==> config.mk <==
export PLATFORM = sky130hd
export DESIGN_NAME = cpm_controller
export DESIGN_NICKNAME = d
export VERILOG_FILES = /design/src/cpm_pkg.sv /design/src/cpm_controller.sv /design/src/cpm_prio_reg.sv
export SDC_FILE = /design/constraint.sdc
export NUM_CORES = 1
export LEC_CHECK = 0
export BUFFER_PORTS_ARGS = -buffer_cell sky130_fd_sc_hd__clkbuf_2
export CORE_ASPECT_RATIO = 2
export CORE_MARGIN = 4
export CORE_UTILIZATION = 31
export DETAILED_ROUTE_END_ITERATION = 8
export PLACE_DENSITY_LB_ADDON = 0.3
export SLEW_MARGIN = 15
export SYNTH_ARGS = -nofsm -noshare
export SYNTH_HDL_FRONTEND = slang
export SYNTH_SLANG_ARGS = --single-unit
==> constraint.sdc <==
create_clock -name mclk -period 1.3 [get_ports mclk]
set_input_delay 0.065 -clock mclk [delete_from_list [all_inputs] [get_ports mclk]]
set_output_delay 0.065 -clock mclk [all_outputs]
set_load 0.1 [all_outputs]
==> src/cpm_pkg.sv <==
// Package for the core power-mode and extended priority controller.
// Assumes an 8-bit special-function-register bus driven by the core.
package cpm_pkg;
  localparam logic [7:0] ADDR_POWER_CONTROL = 8'h87;
  localparam logic [7:0] ADDR_EXT_PRIO_1    = 8'hF6;
  localparam logic [7:0] ADDR_EXT_PRIO_2    = 8'hF7;
  localparam logic [7:0] RESET_POWER_CONTROL = 8'h00;
  localparam logic [7:0] RESET_EXT_PRIO      = 8'h00;
  localparam int         BIT_IDLE_SELECT     = 0;
  localparam int         BIT_STOP_SELECT     = 1;
  localparam logic [15:0] RESET_ADDRESS      = 16'h0000;
  localparam int         CLOCK_CHECK_TIMEOUT_US     = 100;
  localparam int         CLOCK_MHZ                  = 200;
  localparam int         CLOCK_CHECK_TIMEOUT_CYCLES =
    CLOCK_CHECK_TIMEOUT_US * CLOCK_MHZ;
  localparam int         NUM_EXT_SOURCES     = 16;

  typedef enum logic [1:0] {
    CPM_RUN  = 2'b00,
    CPM_IDLE = 2'b01,
    CPM_STOP = 2'b10
  } cpm_mode_t;
endpackage

==> src/cpm_controller.sv <==
// Power-mode controller with extended interrupt priority registers.
// Assumes the core gives a strobe at the end of each instruction, and
// that interrupt requests and reset causes are already on mclk.
`timescale 1ns/100ps
module cpm_controller #(
  parameter int NSRC = cpm_pkg::NUM_EXT_SOURCES
) (
  input  wire logic            mclk,          // System clock
  input  wire logic            rst,           // Synchronous reset
  input  wire logic            ce,            // Clock enable
  input  wire logic            wrEn,          // Register write strobe
  input  wire logic            rdEn,          // Register read strobe
  input  wire logic [7:0]      addr,          // Register address
  input  wire logic [7:0]      wrData,        // Write data
  input  wire logic            instrDone,     // Current instruction ends
  input  wire logic            irqEnabled,    // Some enabled irq pending
  input  wire logic [NSRC-1:0] extIrqReq,     // Enabled extended requests
  input  wire logic            irqReturn,     // Return from interrupt
  input  wire logic            resetPin,      // External reset, synced
  input  wire logic            watchdogReset, // Watchdog overflow reset
  input  wire logic            clockLostReset,// Missing clock reset
  output logic [7:0]           rdData,        // Register read data
  output logic                 cpuClockGate,  // High stops the core clock
  output logic                 oscStop,       // High stops oscillators
  output logic                 periphHalt,    // Digital peripherals halted
  output logic                 coreRestart,   // Restart at reset address
  output logic                 irqTake,       // Grant an interrupt now
  output logic                 irqTakeHigh,   // Granted irq is high level
  output logic [1:0]           mode           // Current power mode
);
  logic [7:0] prio1;
  logic [7:0] prio2;
  cpm_pkg::cpm_mode_t state;
  cpm_pkg::cpm_mode_t next_state;
  logic idlePending;
  logic stopPending;
  logic inHighService;
  logic inLowService;

  cpm_prio_reg #(.ADDR(cpm_pkg::ADDR_EXT_PRIO_1)) uPrio1 (
    .mclk   (mclk),
    .rst    (rst),
    .ce     (ce),
    .wrEn   (wrEn),
    .addr   (addr),
    .wrData (wrData),
    .value  (prio1)
  );
  cpm_prio_reg #(.ADDR(cpm_pkg::ADDR_EXT_PRIO_2)) uPrio2 (
    .mclk   (mclk),
    .rst    (rst),
    .ce     (ce),
    .wrEn   (wrEn),
    .addr   (addr),
    .wrData (wrData),
    .value  (prio2)
  );

  wire [15:0] prioAll  = {prio2, prio1};
  wire        powerCtlHit = wrEn && (addr == cpm_pkg::ADDR_POWER_CONTROL);
  wire        idleWr   = powerCtlHit && wrData[cpm_pkg::BIT_IDLE_SELECT];
  wire        stopWr   = powerCtlHit && wrData[cpm_pkg::BIT_STOP_SELECT];
  // Any reset cause; the clock checker stays armed even in stop
  wire        anyReset = resetPin || watchdogReset || clockLostReset;
  wire [NSRC-1:0] hiReq = extIrqReq & prioAll[NSRC-1:0];
  wire [NSRC-1:0] loReq = extIrqReq & ~prioAll[NSRC-1:0];
  wire        hiAny    = |hiReq;
  wire        loAny    = |loReq;
  // High level preempts low service; nothing preempts high service
  wire        grantHi  = hiAny && !inHighService;
  wire        grantLo  = !hiAny && loAny && !inHighService
                         && !inLowService;
  wire        runState = (state == cpm_pkg::CPM_RUN);
  wire        grantNow = runState && (grantHi || grantLo);
  // Mode bits read zero regardless of writes
  wire [7:0]  rdMux =
    (addr == cpm_pkg::ADDR_EXT_PRIO_1)    ? prio1 :
    (addr == cpm_pkg::ADDR_EXT_PRIO_2)    ? prio2 :
    8'h00;

  always_comb begin
    next_state = state;
    case (state)
      cpm_pkg::CPM_RUN: begin
        if (instrDone && stopPending) begin
          next_state = cpm_pkg::CPM_STOP;
        end else if (instrDone && idlePending) begin
          next_state = cpm_pkg::CPM_IDLE;
        end
      end
      cpm_pkg::CPM_IDLE: begin
        if (irqEnabled) begin
          next_state = cpm_pkg::CPM_RUN;
        end
      end
      cpm_pkg::CPM_STOP: begin
        next_state = cpm_pkg::CPM_STOP;
      end
      default: begin
        next_state = cpm_pkg::CPM_RUN;
      end
    endcase
  end

  // Any reset cause overrides the mode and restarts the core
  always_ff @(posedge mclk) begin
    if (rst) begin
      state <= cpm_pkg::CPM_RUN;
    end else if (ce) begin
      if (anyReset) begin
        state <= cpm_pkg::CPM_RUN;
      end else begin
        state <= next_state;
      end
    end
  end

  // Select bits wait for the writing instruction to complete
  always_ff @(posedge mclk) begin
    if (rst) begin
      idlePending <= cpm_pkg::RESET_POWER_CONTROL[cpm_pkg::BIT_IDLE_SELECT];
      stopPending <= cpm_pkg::RESET_POWER_CONTROL[cpm_pkg::BIT_STOP_SELECT];
    end else if (ce) begin
      if (anyReset || (runState && instrDone)) begin
        idlePending <= 1'b0;
        stopPending <= 1'b0;
      end else begin
        idlePending <= idlePending || idleWr;
        stopPending <= stopPending || stopWr;
      end
    end
  end

  // Service level tracking for nesting, up to one level of each
  always_ff @(posedge mclk) begin
    if (rst || (ce && anyReset)) begin
      inHighService <= 1'b0;
      inLowService  <= 1'b0;
    end else if (ce) begin
      if (grantNow && grantHi) begin
        inHighService <= 1'b1;
      end else if (grantNow && grantLo) begin
        inLowService <= 1'b1;
      end else if (irqReturn && inHighService) begin
        inHighService <= 1'b0;
      end else if (irqReturn) begin
        inLowService <= 1'b0;
      end
    end
  end

  // Outputs registered; peripherals keep running in idle
  always_ff @(posedge mclk) begin
    if (rst) begin
      rdData       <= 8'h00;
      cpuClockGate <= 1'b0;
      oscStop      <= 1'b0;
      periphHalt   <= 1'b0;
      coreRestart  <= 1'b0;
      irqTake      <= 1'b0;
      irqTakeHigh  <= 1'b0;
      mode         <= cpm_pkg::CPM_RUN;
    end else if (ce) begin
      rdData       <= rdEn ? rdMux : 8'h00;
      cpuClockGate <= !anyReset
                      && (next_state != cpm_pkg::CPM_RUN);
      oscStop      <= !anyReset
                      && (next_state == cpm_pkg::CPM_STOP);
      periphHalt   <= !anyReset
                      && (next_state == cpm_pkg::CPM_STOP);
      coreRestart  <= anyReset;
      irqTake      <= grantNow && !anyReset;
      irqTakeHigh  <= grantNow && grantHi && !anyReset;
      mode         <= anyReset ? cpm_pkg::CPM_RUN : next_state;
    end
  end

  AST_IDLE_ENTRY: assert property (@(posedge mclk) disable iff (rst)
    ce && runState && instrDone && idlePending && !stopPending
    && !anyReset |=> state == cpm_pkg::CPM_IDLE)
    else $error("idle not entered");
  AST_IDLE_WAKE: assert property (@(posedge mclk) disable iff (rst)
    ce && state == cpm_pkg::CPM_IDLE && irqEnabled
    |=> state == cpm_pkg::CPM_RUN)
    else $error("idle not left on interrupt");
  AST_STOP_ENTRY: assert property (@(posedge mclk) disable iff (rst)
    ce && runState && instrDone && stopPending && !anyReset
    |=> state == cpm_pkg::CPM_STOP ##1 oscStop || !ce)
    else $error("stop not entered");
  AST_STOP_HOLD: assert property (@(posedge mclk) disable iff (rst)
    state == cpm_pkg::CPM_STOP && !anyReset
    |=> state == cpm_pkg::CPM_STOP)
    else $error("stop left without reset");
  AST_RESET_EXIT: assert property (@(posedge mclk) disable iff (rst)
    ce && anyReset |=> state == cpm_pkg::CPM_RUN && coreRestart)
    else $error("reset did not restart core");
  AST_MODE_READ_ZERO: assert property (@(posedge mclk) disable iff (rst)
    ce && rdEn && addr == cpm_pkg::ADDR_POWER_CONTROL
    |=> rdData == 8'h00)
    else $error("power control read not zero");
  AST_PRIO_READBACK: assert property (@(posedge mclk) disable iff (rst)
    ce && wrEn && addr == cpm_pkg::ADDR_EXT_PRIO_1
    ##1 ce && rdEn && !wrEn && addr == cpm_pkg::ADDR_EXT_PRIO_1
    |=> rdData == $past(wrData, 2))
    else $error("priority 1 readback wrong");
  AST_NO_LOW_PREEMPT: assert property (@(posedge mclk) disable iff (rst)
    inHighService |-> !(grantNow && grantLo))
    else $error("low preempted high service");
  AST_IDLE_PERIPH: assert property (@(posedge mclk) disable iff (rst)
    state == cpm_pkg::CPM_IDLE |-> !periphHalt && !oscStop)
    else $error("peripherals halted in idle");

  // Second register readback, mirrors the first
  AST_PRIO2_READBACK: assert property (@(posedge mclk) disable iff (rst)
    ce && wrEn && addr == cpm_pkg::ADDR_EXT_PRIO_2
    ##1 ce && rdEn && !wrEn && addr == cpm_pkg::ADDR_EXT_PRIO_2
    |=> rdData == $past(wrData, 2))
    else $error("priority 2 readback wrong");

  // Priority grants; only one nesting level of each kind is tracked
  AST_HIGH_PREEMPT: assert property (@(posedge mclk) disable iff (rst)
    ce && runState && inLowService && !inHighService && hiAny
    && !anyReset |=> irqTake && irqTakeHigh)
    else $error("high request did not preempt low service");
  AST_LOW_GRANT: assert property (@(posedge mclk) disable iff (rst)
    ce && runState && !inHighService && !inLowService && !hiAny
    && loAny && !anyReset |=> irqTake && !irqTakeHigh)
    else $error("low request not granted at low level");
  AST_NO_GRANT_ASLEEP: assert property (@(posedge mclk) disable iff (rst)
    ce && !runState |=> !irqTake)
    else $error("interrupt granted while halted");

  // Registered outputs follow the state; they lag nothing since both
  // are loaded from next_state on the same edge
  AST_IDLE_GATE: assert property (@(posedge mclk) disable iff (rst)
    state == cpm_pkg::CPM_IDLE |-> cpuClockGate)
    else $error("core clock not gated in idle");
  AST_IDLE_MODE_OUT: assert property (@(posedge mclk) disable iff (rst)
    state == cpm_pkg::CPM_IDLE |-> mode == cpm_pkg::CPM_IDLE)
    else $error("mode output not idle");
  AST_STOP_OSC: assert property (@(posedge mclk) disable iff (rst)
    state == cpm_pkg::CPM_STOP |-> oscStop && periphHalt)
    else $error("oscillators not stopped in stop");
  AST_STOP_MODE_OUT: assert property (@(posedge mclk) disable iff (rst)
    state == cpm_pkg::CPM_STOP |-> mode == cpm_pkg::CPM_STOP)
    else $error("mode output not stop");
  AST_IDLE_KEEPS_REGS: assert property (@(posedge mclk) disable iff (rst)
    state == cpm_pkg::CPM_IDLE && !wrEn
    |=> $stable(prio1) && $stable(prio2))
    else $error("priority registers changed in idle");

  // Wake and restart paths
  AST_IDLE_BIT_CLEAR: assert property (@(posedge mclk) disable iff (rst)
    ce && state == cpm_pkg::CPM_IDLE && irqEnabled && !wrEn
    |=> !idlePending)
    else $error("idle select left set after wake");
  AST_PIN_IDLE_EXIT: assert property (@(posedge mclk) disable iff (rst)
    ce && state == cpm_pkg::CPM_IDLE && resetPin
    |=> mode == cpm_pkg::CPM_RUN && coreRestart)
    else $error("reset pin did not end idle");
  AST_WATCHDOG_IDLE_EXIT: assert property (@(posedge mclk)
    disable iff (rst) ce && state == cpm_pkg::CPM_IDLE && watchdogReset
    |=> state == cpm_pkg::CPM_RUN && coreRestart)
    else $error("watchdog did not end idle");
  AST_CLOCK_LOST_EXIT: assert property (@(posedge mclk) disable iff (rst)
    ce && state == cpm_pkg::CPM_STOP && clockLostReset
    |=> state == cpm_pkg::CPM_RUN && !oscStop)
    else $error("clock checker did not end stop");
  AST_RESTART_ONLY_RESET: assert property (@(posedge mclk)
    disable iff (rst) ce && !anyReset |=> !coreRestart)
    else $error("restart without reset cause");

  COV_IDLE_WAKE: cover property (@(posedge mclk)
    state == cpm_pkg::CPM_IDLE ##1 state == cpm_pkg::CPM_RUN);
  COV_STOP_RESET: cover property (@(posedge mclk)
    state == cpm_pkg::CPM_STOP ##1 coreRestart);
  COV_PREEMPT: cover property (@(posedge mclk)
    inLowService && grantNow && grantHi);
  COV_HIGH_GRANT: cover property (@(posedge mclk)
    irqTake && irqTakeHigh);
  COV_IDLE_WATCHDOG: cover property (@(posedge mclk)
    state == cpm_pkg::CPM_IDLE && watchdogReset);
endmodule

==> src/cpm_prio_reg.sv <==
// One 8-bit read/write priority register on the register bus.
// Assumes single-cycle write strobes from the core.
`timescale 1ns/100ps
module cpm_prio_reg #(
  parameter logic [7:0] ADDR = 8'h00
) (
  input  wire logic       mclk,    // System clock
  input  wire logic       rst,     // Synchronous reset
  input  wire logic       ce,      // Clock enable
  input  wire logic       wrEn,    // Register write strobe
  input  wire logic [7:0] addr,    // Register address
  input  wire logic [7:0] wrData,  // Write data
  output logic      [7:0] value    // Stored priority bits
);
  wire hit = wrEn && (addr == ADDR);

  always_ff @(posedge mclk) begin
    if (rst) begin
      value <= cpm_pkg::RESET_EXT_PRIO;
    end else if (ce && hit) begin
      value <= wrData;
    end
  end
endmodule

# Yosys cells after proc, flatten, opt, wreduce, memory -nomap -nowiden
# Cells that the tools add are included.
[word_totals]
ff_bits = 35
latchBits = 0
mem_bits_rw = 0
mem_bits_ro = 0
inputBits = 43
out_inout_bits = 16
elab_cells = 83
mem_count = 0
[op_classes]
add_sub_neg = 0
multipliers = 0
div = 0
magnitude_cmp = 0
eq_ne = 8
shifts = 0
n_mux = 16
bitwise_logic = 4
n_reduce_logical = 42
[ops]
columns = ["op", "count"]
rows = [
  ["$and A16 B16 Y16", 2],
  ["$reduce_or A16 Y1", 2],
  ["$eq A8 B8 Y1 const B", 3],
  ["$mux W8", 3],
  ["$logic_and A1 B1 Y1", 23],
  ["$not A16 Y16", 1],
  ["$mux W1", 8],
  ["$mux W2", 4],
  ["$logic_or A1 B1 Y1", 7],
  ["$pmux W2 S3", 1],
  ["$reduce_bool A2 Y1", 3],
  ["$eq A2 B2 Y1 const B", 2],
  ["$logic_not A1 Y1", 4],
  ["$ne A2 B2 Y1 const B", 2],
  ["$reduce_and A4 Y1", 1],
  ["$reduce_and A3 Y1", 1],
  ["$eq A2 B1 Y1 const B", 1],
  ["$logic_not A2 Y1", 1],
  ["$not A1 Y1", 1],
]

# Logic depth before layout (Yosys ltp)
# Gate-level depths: netlist of run 1.
[depth]
ltp_word = 11
mapped_depth = 7

# Modules after synthesis
# Synthesis of run 1 repeated with hierarchy kept, for this count alone.
[unflattened]
cells_unflattened = 205
hier_area_um2 = 1874.3
[by_module_without_submodules]
columns = ["module", "instances", "cells_each", "area_per_inst_um2", "seq_area_each_um2"]
rows = [
  ["cpm_controller", 1, 131, 1096.1, 380.4],
  ["cpm_prio_reg (uPrio1)", 1, 37, 390.4, 160.2],
  ["cpm_prio_reg (uPrio2)", 1, 37, 387.9, 160.2],
]

# Worst setup path after synthesis of run 1
# No wires, ideal clock.
[synth_path]
kind = "flip-flop to flip-flop"
startpoint = "register, netlist name mode[0]"
endpoint = "register cpuClockGate"
setup_time_ns = 0.075
arrival_time_ns = 1.637
required_ns = 1.225
path_slack_ns = -0.412
stages_incl_launch_ff = 4
path_buffers = 0
path_cell_list = "dfxtp_1 a21oi_1 or3_1 a31oi_1"
[synth_lines]
columns = ["element", "line", "text"]
rows = [
  ["end signal, assigned", "cpm_controller.sv:165", "cpuClockGate <= !anyReset"],
  ["end, declared", "cpm_controller.sv:23", "output logic cpuClockGate,"],
]

# Worst setup path after layout of run 1
[layout_path]
startpoint = "register uPrio2.value[6]"
endpoint = "register inHighService"
[layout_between]
elab_chain_cells = 11
word_cells_on_any_way = 18
classes_between = "eq/ne (1); mux (1); bitwise (3); reduce/logical (13)"
[layout_rtl]
columns = ["element", "line", "text"]
rows = [
  ["start, declared", "cpm_prio_reg.sv:13", "output logic [7:0] value"],
  ["start signal, assigned", "cpm_prio_reg.sv:19", "value <= cpm_pkg::RESET_EXT_PRIO;"],
  ["start signal, assigned", "cpm_prio_reg.sv:21", "value <= wrData;"],
  ["$and A16 B16 Y16 or $not A16 Y16 (tied branches)", "cpm_controller.sv:65, cpm_controller.sv:66", ""],
  ["$reduce_or A16 Y1 or $and A16 B16 Y16 (tied branches)", "cpm_controller.sv:67, cpm_controller.sv:66", ""],
  ["$logic_not A1 Y1 or $reduce_or A16 Y1 (tied branches)", "cpm_controller.sv:71, cpm_controller.sv:68", ""],
  ["$logic_and A1 B1 Y1 (2 in a row)", "cpm_controller.sv:71", "wire grantLo = !hiAny && loAny && !inHighService"],
  ["$logic_and A1 B1 Y1", "cpm_controller.sv:72", "&& !inLowService;"],
  ["$logic_or A1 B1 Y1", "cpm_controller.sv:74", "wire grantNow = runState && (grantHi || grantLo);"],
  ["$logic_and A1 B1 Y1", "cpm_controller.sv:74", ""],
  ["$logic_and A1 B1 Y1 (on tied branches)", "cpm_controller.sv:140, cpm_controller.sv:142", ""],
  ["$ne A2 B2 Y1 (no line) or $reduce_bool A2 Y1 (tied branches)", "--", ""],
  ["$reduce_and A3 Y1 (no line)", "--", ""],
  ["end signal, assigned", "cpm_controller.sv:137", "inHighService <= 1'b0;"],
  ["end signal, assigned", "cpm_controller.sv:141", "inHighService <= 1'b1;"],
  ["end signal, assigned", "cpm_controller.sv:145", "inHighService <= 1'b0;"],
  ["end, declared", "cpm_controller.sv:37", "logic inHighService;"],
]
# Several ways; a longest one is shown, not always the timed one.
# A chain may end at the register's enable or synchronous reset.

==> reports/results.ini, run 1 <==
[floorplan]
die_h_um=111
core_mm2=0.00514
dieArea_mm2=0.00663
fp-row-count=37
floorplan.die.width_um=59.6
io_pins=59
start_util=0.322

[hold_path]
min_from=wrData[3]
hold_class=in -> reg
hold_end=uPrio1.value[3]
min_path_cells=3

[sta]
maxSlewHeadroom=0.638
fin_skew_ns=0.00633
drv_slew=0
finalCriticalPeriod_ns=1.46
setup_viol=4
max_freq_ghz=0.686
worst_hold_slack_ns=0.0244
fin_setup_tns_ns=-0.543
timing.final.ws_setup_ns=-0.157
hold_viol=0
worst_pin_slew_ns=0.545
min_period_over_period=1.12
rsz0062_at_grt=true

[clock_network]
cts_tree=done
cts.sinks=35
clock_latency_ns=0.28
hold_buffers=0
numCtsBuffers=5
cts.clk_slew.worst_paths_ns=0.07
htreeDepth=2
cts-root-buf=clkbuf_8
cts_buffer_depth=2

[power]
p_per_area_mw_per_mm2=883
switching_share=0.241
switchingPower_uw=509
seq_power_share=0.511
power.leakage_uw=0.00108
share_comb_of_total_power=0.109
clock_power_share=0.380
p_int_uw=1600
ir_drop_mv=0.821

[placed_design]
place_congestion=0.911
hpwl_mm=3.98
port-buffer-count=58

[synth]
ys_warn_count=0
synth-seq-area-share=0.424
synth_nets=229
synth_cells=186
synth_area_per_cell_um2=8.89
syn_area_mm2=0.00165
synth.distinct_cells=32
synth-seq-cells=35

[setup_path]
cp_data_required_time_ns=1.45
reg2reg_slack_ns=-0.16
reg2reg_depth=6
rr_endpoint=inHighService
end_kind=register
critPathKind=reg -> reg
worstPathArrival_ns=1.61
startpoint_type=register
cp_max_fo=4
r2r_start=uPrio2.value[6]

[final_layout]
final_cell_mix=clkbuf_2, buf_4, nor2_1, dfxtp_1, mux2i_1
n_antenna_cell=0
fin_util=0.465
layout-drive-gt1-share=0.440
area_delta_synth_final_pct=44.5
final_common_cell=clkbuf_2
final_net_count=317

[detailed_routing]
vias_per_cell=5.13
drtAntennaViolNets=0
wl_per_cell_um=14.8
drcViolationCount=0
vias=1709
drtPass1Iterations=4
wirelength_mm=4.92
drtIter0Drc=27

[grt]
grt_max_degree=32
overflow=0
grt_pass1_vias=1751
track_usage=0.155
antenna_found_initial=0
grt_pass1_wl_mm=8.00

[run_status]
violations=negative setup slack
outcome=complete, but fails checks

[run]
cap_violations=0

==> synthesized netlist by cell type, drive strengths merged <==
cell | number | share of area
a22o | 12 | 0.064
nand3 | 3 | 0.012
o31ai | 1 | 0.0045
clkbuf | 5 | 0.011
a32oi | 2 | 0.011
a31oi | 2 | 0.0076
a22oi | 9 | 0.041
nand2 | 8 | 0.018
o21ai | 2 | 0.0061
buf | 4 | 0.017
inv | 8 | 0.018
nor3 | 6 | 0.024
dfxtp | 35 | 0.42
a221oi | 4 | 0.021
nand4 | 2 | 0.0076
or4 | 1 | 0.0045
a2111oi | 4 | 0.021
a21oi | 9 | 0.027
and2 | 2 | 0.0076
or3 | 3 | 0.011
mux2i | 14 | 0.085
nand4b | 1 | 0.014
nor4 | 3 | 0.011
nor2b | 12 | 0.045
a31o | 1 | 0.0053
nand4bb | 1 | 0.0068
nor2 | 32 | 0.073
==> state kept, by name, indices dropped and copies added, names as in the netlist, 2 cells and up <==
name,flops
mode,2
uPrio1.value,8
rdData,8
uPrio2.value,8
==> worst max-delay path by stage <==
stage	slack [ns]	to	cells after the start	startpoint
2_1_floorplan	-0.01	cpuClockGate	3	mode[1]
3_3_place_gp	-0.25	irqTake	5	uPrio1.value[4]
3_5_place_dp	-0.28	inLowService	5	uPrio2.value[6]
4_1_cts	-0.14	inHighService	6	uPrio1.value[6]
5_1_grt	-0.29	inHighService	6	uPrio1.value[4]
6_report	-0.16	inHighService	6	uPrio2.value[6]
==> critical path, cell delays in order, from the launching register on <==
cell	delay (ns)
dfxtp_2	0.34
a22o_1	0.21
a221oi_2	0.20
nand4_1	0.16
buf_4	0.18
a32oi_1	0.18
nor2_1	0.05
==> per-layer routing <==
metal	wire length, um	global-route usage	share of wire
met2	2740	0.290	0.56
met5	0	0	0
met4	90	0.0518	0.018
met1	1840	0.164	0.38
met3	238	0.0280	0.048
==> cells by family after synthesis <==
group	share of synthesized area
buffers and inverters	0.0469
muxes	0.0848
and+or+nand+nor	0.236
DFF	0.424
AOI/OAI and AO/OA	0.208
==> power by group through the flow <==
stage          clock, uW  sequential [uW]  combinational [uW]
6_report             801             1080                 229
3_5_place_dp           0             1100                 218
5_1_grt              869             1080                 251
3_3_place_gp           0             1100                 216
2_1_floorplan          0             1120                69.1
4_1_cts              824             1080                 227
==> through the flow <==
step           power (uW)  setup slack, ns  instances  area (um2)
6_report             2110           -0.157        333        2390
5_1_grt              2200           -0.288        333        2390
4_1_cts              2130           -0.138        332        2360
3_5_place_dp         1320           -0.277        323        2220
3_3_place_gp         1320           -0.249        323        2220
2_1_floorplan        1190          -0.0111        186        1660
==> final cells by class <==
cell class	instances	area [um2]
timing repair buffer	90	546
clock inverter	1	5.00
sequential	35	713
tap	58	72.6
fill	525	2750
clock buffer	7	86.3
multi-input combinational	134	936
inverter	8	30.0
==> timing repair <==
action,in CTS,in global routing
resized for setup,14,4
endpoints found under the setup margin,4,4
pin swaps,4,4
buffers inserted,1,1
Note: power is estimated with default switching activity, not from simulation.
==> inputs of run 2 (changes only) <==
- SKIP_LAST_GASP: not set -> 1
- SYNTH_HIERARCHICAL: not set -> 1
==> run 2 against run 1 <==
Against the previous run: the run still ends with negative setup slack left; flip-flop and latch count unchanged; sequential power hardly changed; synthesized area increased by 13%; fmax shrank 10%; synthesized cell count up 10%; total power is 19% higher; first-iteration DRC count increased by 130%; highest routed layer unchanged; via count increased by 6.0%; critical endpoint is now inLowService.
==> reports/results.ini, run 2 <==
[synth]
synth_ff_type=dfxtp_1
synth_compound_area_frac=0.162
synth-seq-area-share=0.374
synth_edf_count=0
netlist.area_leader.share=0.374
synth-xor-area-share=0
synth_cells=205
ys_warn_count=6
syn_area_mm2=0.00187
synth_area_per_cell_um2=9.14
synth-simple-area-share=0.304
yosysMostFrequentCell=dfxtp_1
synth_nets=248
synth_common_cells=dfxtp_1, nand2b_1, nor2_1
synthMuxAreaShare=0.121
synth-seq-cells=35
synth_top_cell_by_area=dfxtp_1
synth_area_leaders=dfxtp_1, nand2b_1, mux2i_1
async_flop_share=0
synth_fa_ha_area_frac=0
synth_top_family_by_area=simple AND/OR/NAND/NOR gates
synth.distinct_cells=34

[setup_path]
crit_start=uPrio1/value[4]
crit_chain=a22o_1, a221oi_2, nand4_2, or4b_1, a31oi_1
cp_slowest_cell=or4b_1
rr_endpoint=inLowService
critical_path.top_delay_family=simple AND/OR/NAND/NOR gates
end_kind=register
reg2reg_slack_ns=-0.33
critPathKind=reg -> reg
cpPeakStageDelay_ns=0.48
cp_data_required_time_ns=1.50
cp_max_fo=3
r2r_start=uPrio1/value[4]
path_buf_inv=0
worstPathArrival_ns=1.83
reg2reg_depth=5
startpoint_type=register

[run]
cap_violations=0

[run_status]
violations=negative setup slack
outcome=complete, but fails checks

[grt]
track_usage=0.148
overflow=0
antenna_found_initial=0
grt_pass1_wl_mm=8.73
grt_max_degree=25
grt_pass1_vias=1877

[clock_network]
numCtsBuffers=5
clock_latency_ns=0.28
cts.clk_slew.worst_paths_ns=0.05
cts_buffer_depth=2
cts-root-buf=clkbuf_16
cts_tree=done
cts.sinks=35
htreeDepth=2

[sta]
setup_viol=4
rsz0062_at_grt=true
drv_slew=0
worst_pin_slew_ns=0.555
fin_skew_ns=0.00344
timing.final.ws_setup_ns=-0.325
maxSlewHeadroom=0.631
hold_viol=0
finalCriticalPeriod_ns=1.63
worst_hold_slack_ns=0.0404
min_period_over_period=1.25
max_freq_ghz=0.615

[detailed_routing]
wirelength_mm=5.23
vias=1811
wl_per_cell_um=14.7
drtAntennaViolNets=0
drtPass1Iterations=4
vias_per_cell=5.07
drcViolationCount=0
drtIter0Drc=62

[final_layout]
final_net_count=338
layout-drive-gt1-share=0.432
reg_top3=rdData x8, uPrio1/value x8, uPrio2/value x8
final_cell_count_no_fill=357
final_cell_mix=clkbuf_2, buf_4, nand2b_1, dfxtp_1, nor2_1
area_delta_synth_final_pct=44.1
fin_util=0.465
final_common_cell=clkbuf_2
n_antenna_cell=0

[hold_path]
min_path_cells=3
hold_end=uPrio1/value[3]
min_from=wrData[3]
hold_class=in -> reg

[placed_design]
dp_cells=348
place_congestion=0.811
port-buffer-count=58
hpwl_mm=4.18
dpl_worst_slack_ns=-0.507

[floorplan]
die_h_um=118
io_pins=59
fp-row-count=39
dieArea_mm2=0.00743
floorplan.die.width_um=63.0
core_mm2=0.00581
start_util=0.323

[power]
p_total_uw=2510
p_per_area_mw_per_mm2=931
power.leakage_uw=0.00112
ir_drop_mv=0.672

[run 2: how the worst max path moves through the flow]
stage | endpoint | slack (ns) | cells past startpoint
floorplan | inLowService | -0.25 | 5
global placement | irqTake | -0.47 | 6
detailed placement | irqTake | -0.51 | 6
CTS | inLowService | -0.33 | 5
global route | irqTake | -0.43 | 5
finish | inLowService | -0.33 | 5
[run 2: what timing repair did]
item | CTS | global route
hold buffers | 0 | 0
endpoints found under the setup margin | 5 | 6
pin swaps | 4 | 5
buffers inserted | 2 | 1
gates resized for setup | 5 | 6
[run 2: kinds of logic (layout without fill, tap and decap cells)]
logic type             count (synthesis)  after routing
and+or+nand+nor                       93             93
AOI/OAI and AO/OA                     38             38
DFF                                   35             35
muxes                                 22             22
buffers and inverters                 17            108
[run 2: per-stage QoR]
step                      TNS (ns)  area [um2]
final                        -1.02        2700
after global routing         -1.36        2700
after CTS                    -1.04        2690
after detailed placement     -1.68        2520
after global placement       -1.54        2520
after floorplan             -0.365        1900
[run 2: layer usage]
metal,vias to the layer above,GRT usage,wire (um)
met1,839,0.159,2030
li1,913,-,-
met5,-,0,0
met3,8,0.0334,221
met2,51,0.271,2890
met4,0,0.0595,92
[run 2: worst min-delay path, cell delays in order]
cell	delay, ns
clkbuf_2	0.09
nand2b_1	0.06
mux2i_1	0.06
[run 2: layout make-up]
class / count / area [um2]
Sequential cell: 35 / 713
Timing Repair Buffer: 91 / 596
Fill cell: 595 / 3110
Tap cell: 61 / 76.3
Multi-Input combinational cell: 153 / 1130
Inverter: 9 / 33.8
Clock inverter: 1 / 5.00
Clock buffer: 7 / 143
[run 2: power breakdown]
group	switching (uW)	internal, uW	total, uW
combinational	144	118	261
sequential	3.32	1070	1080
clock	417	758	1180
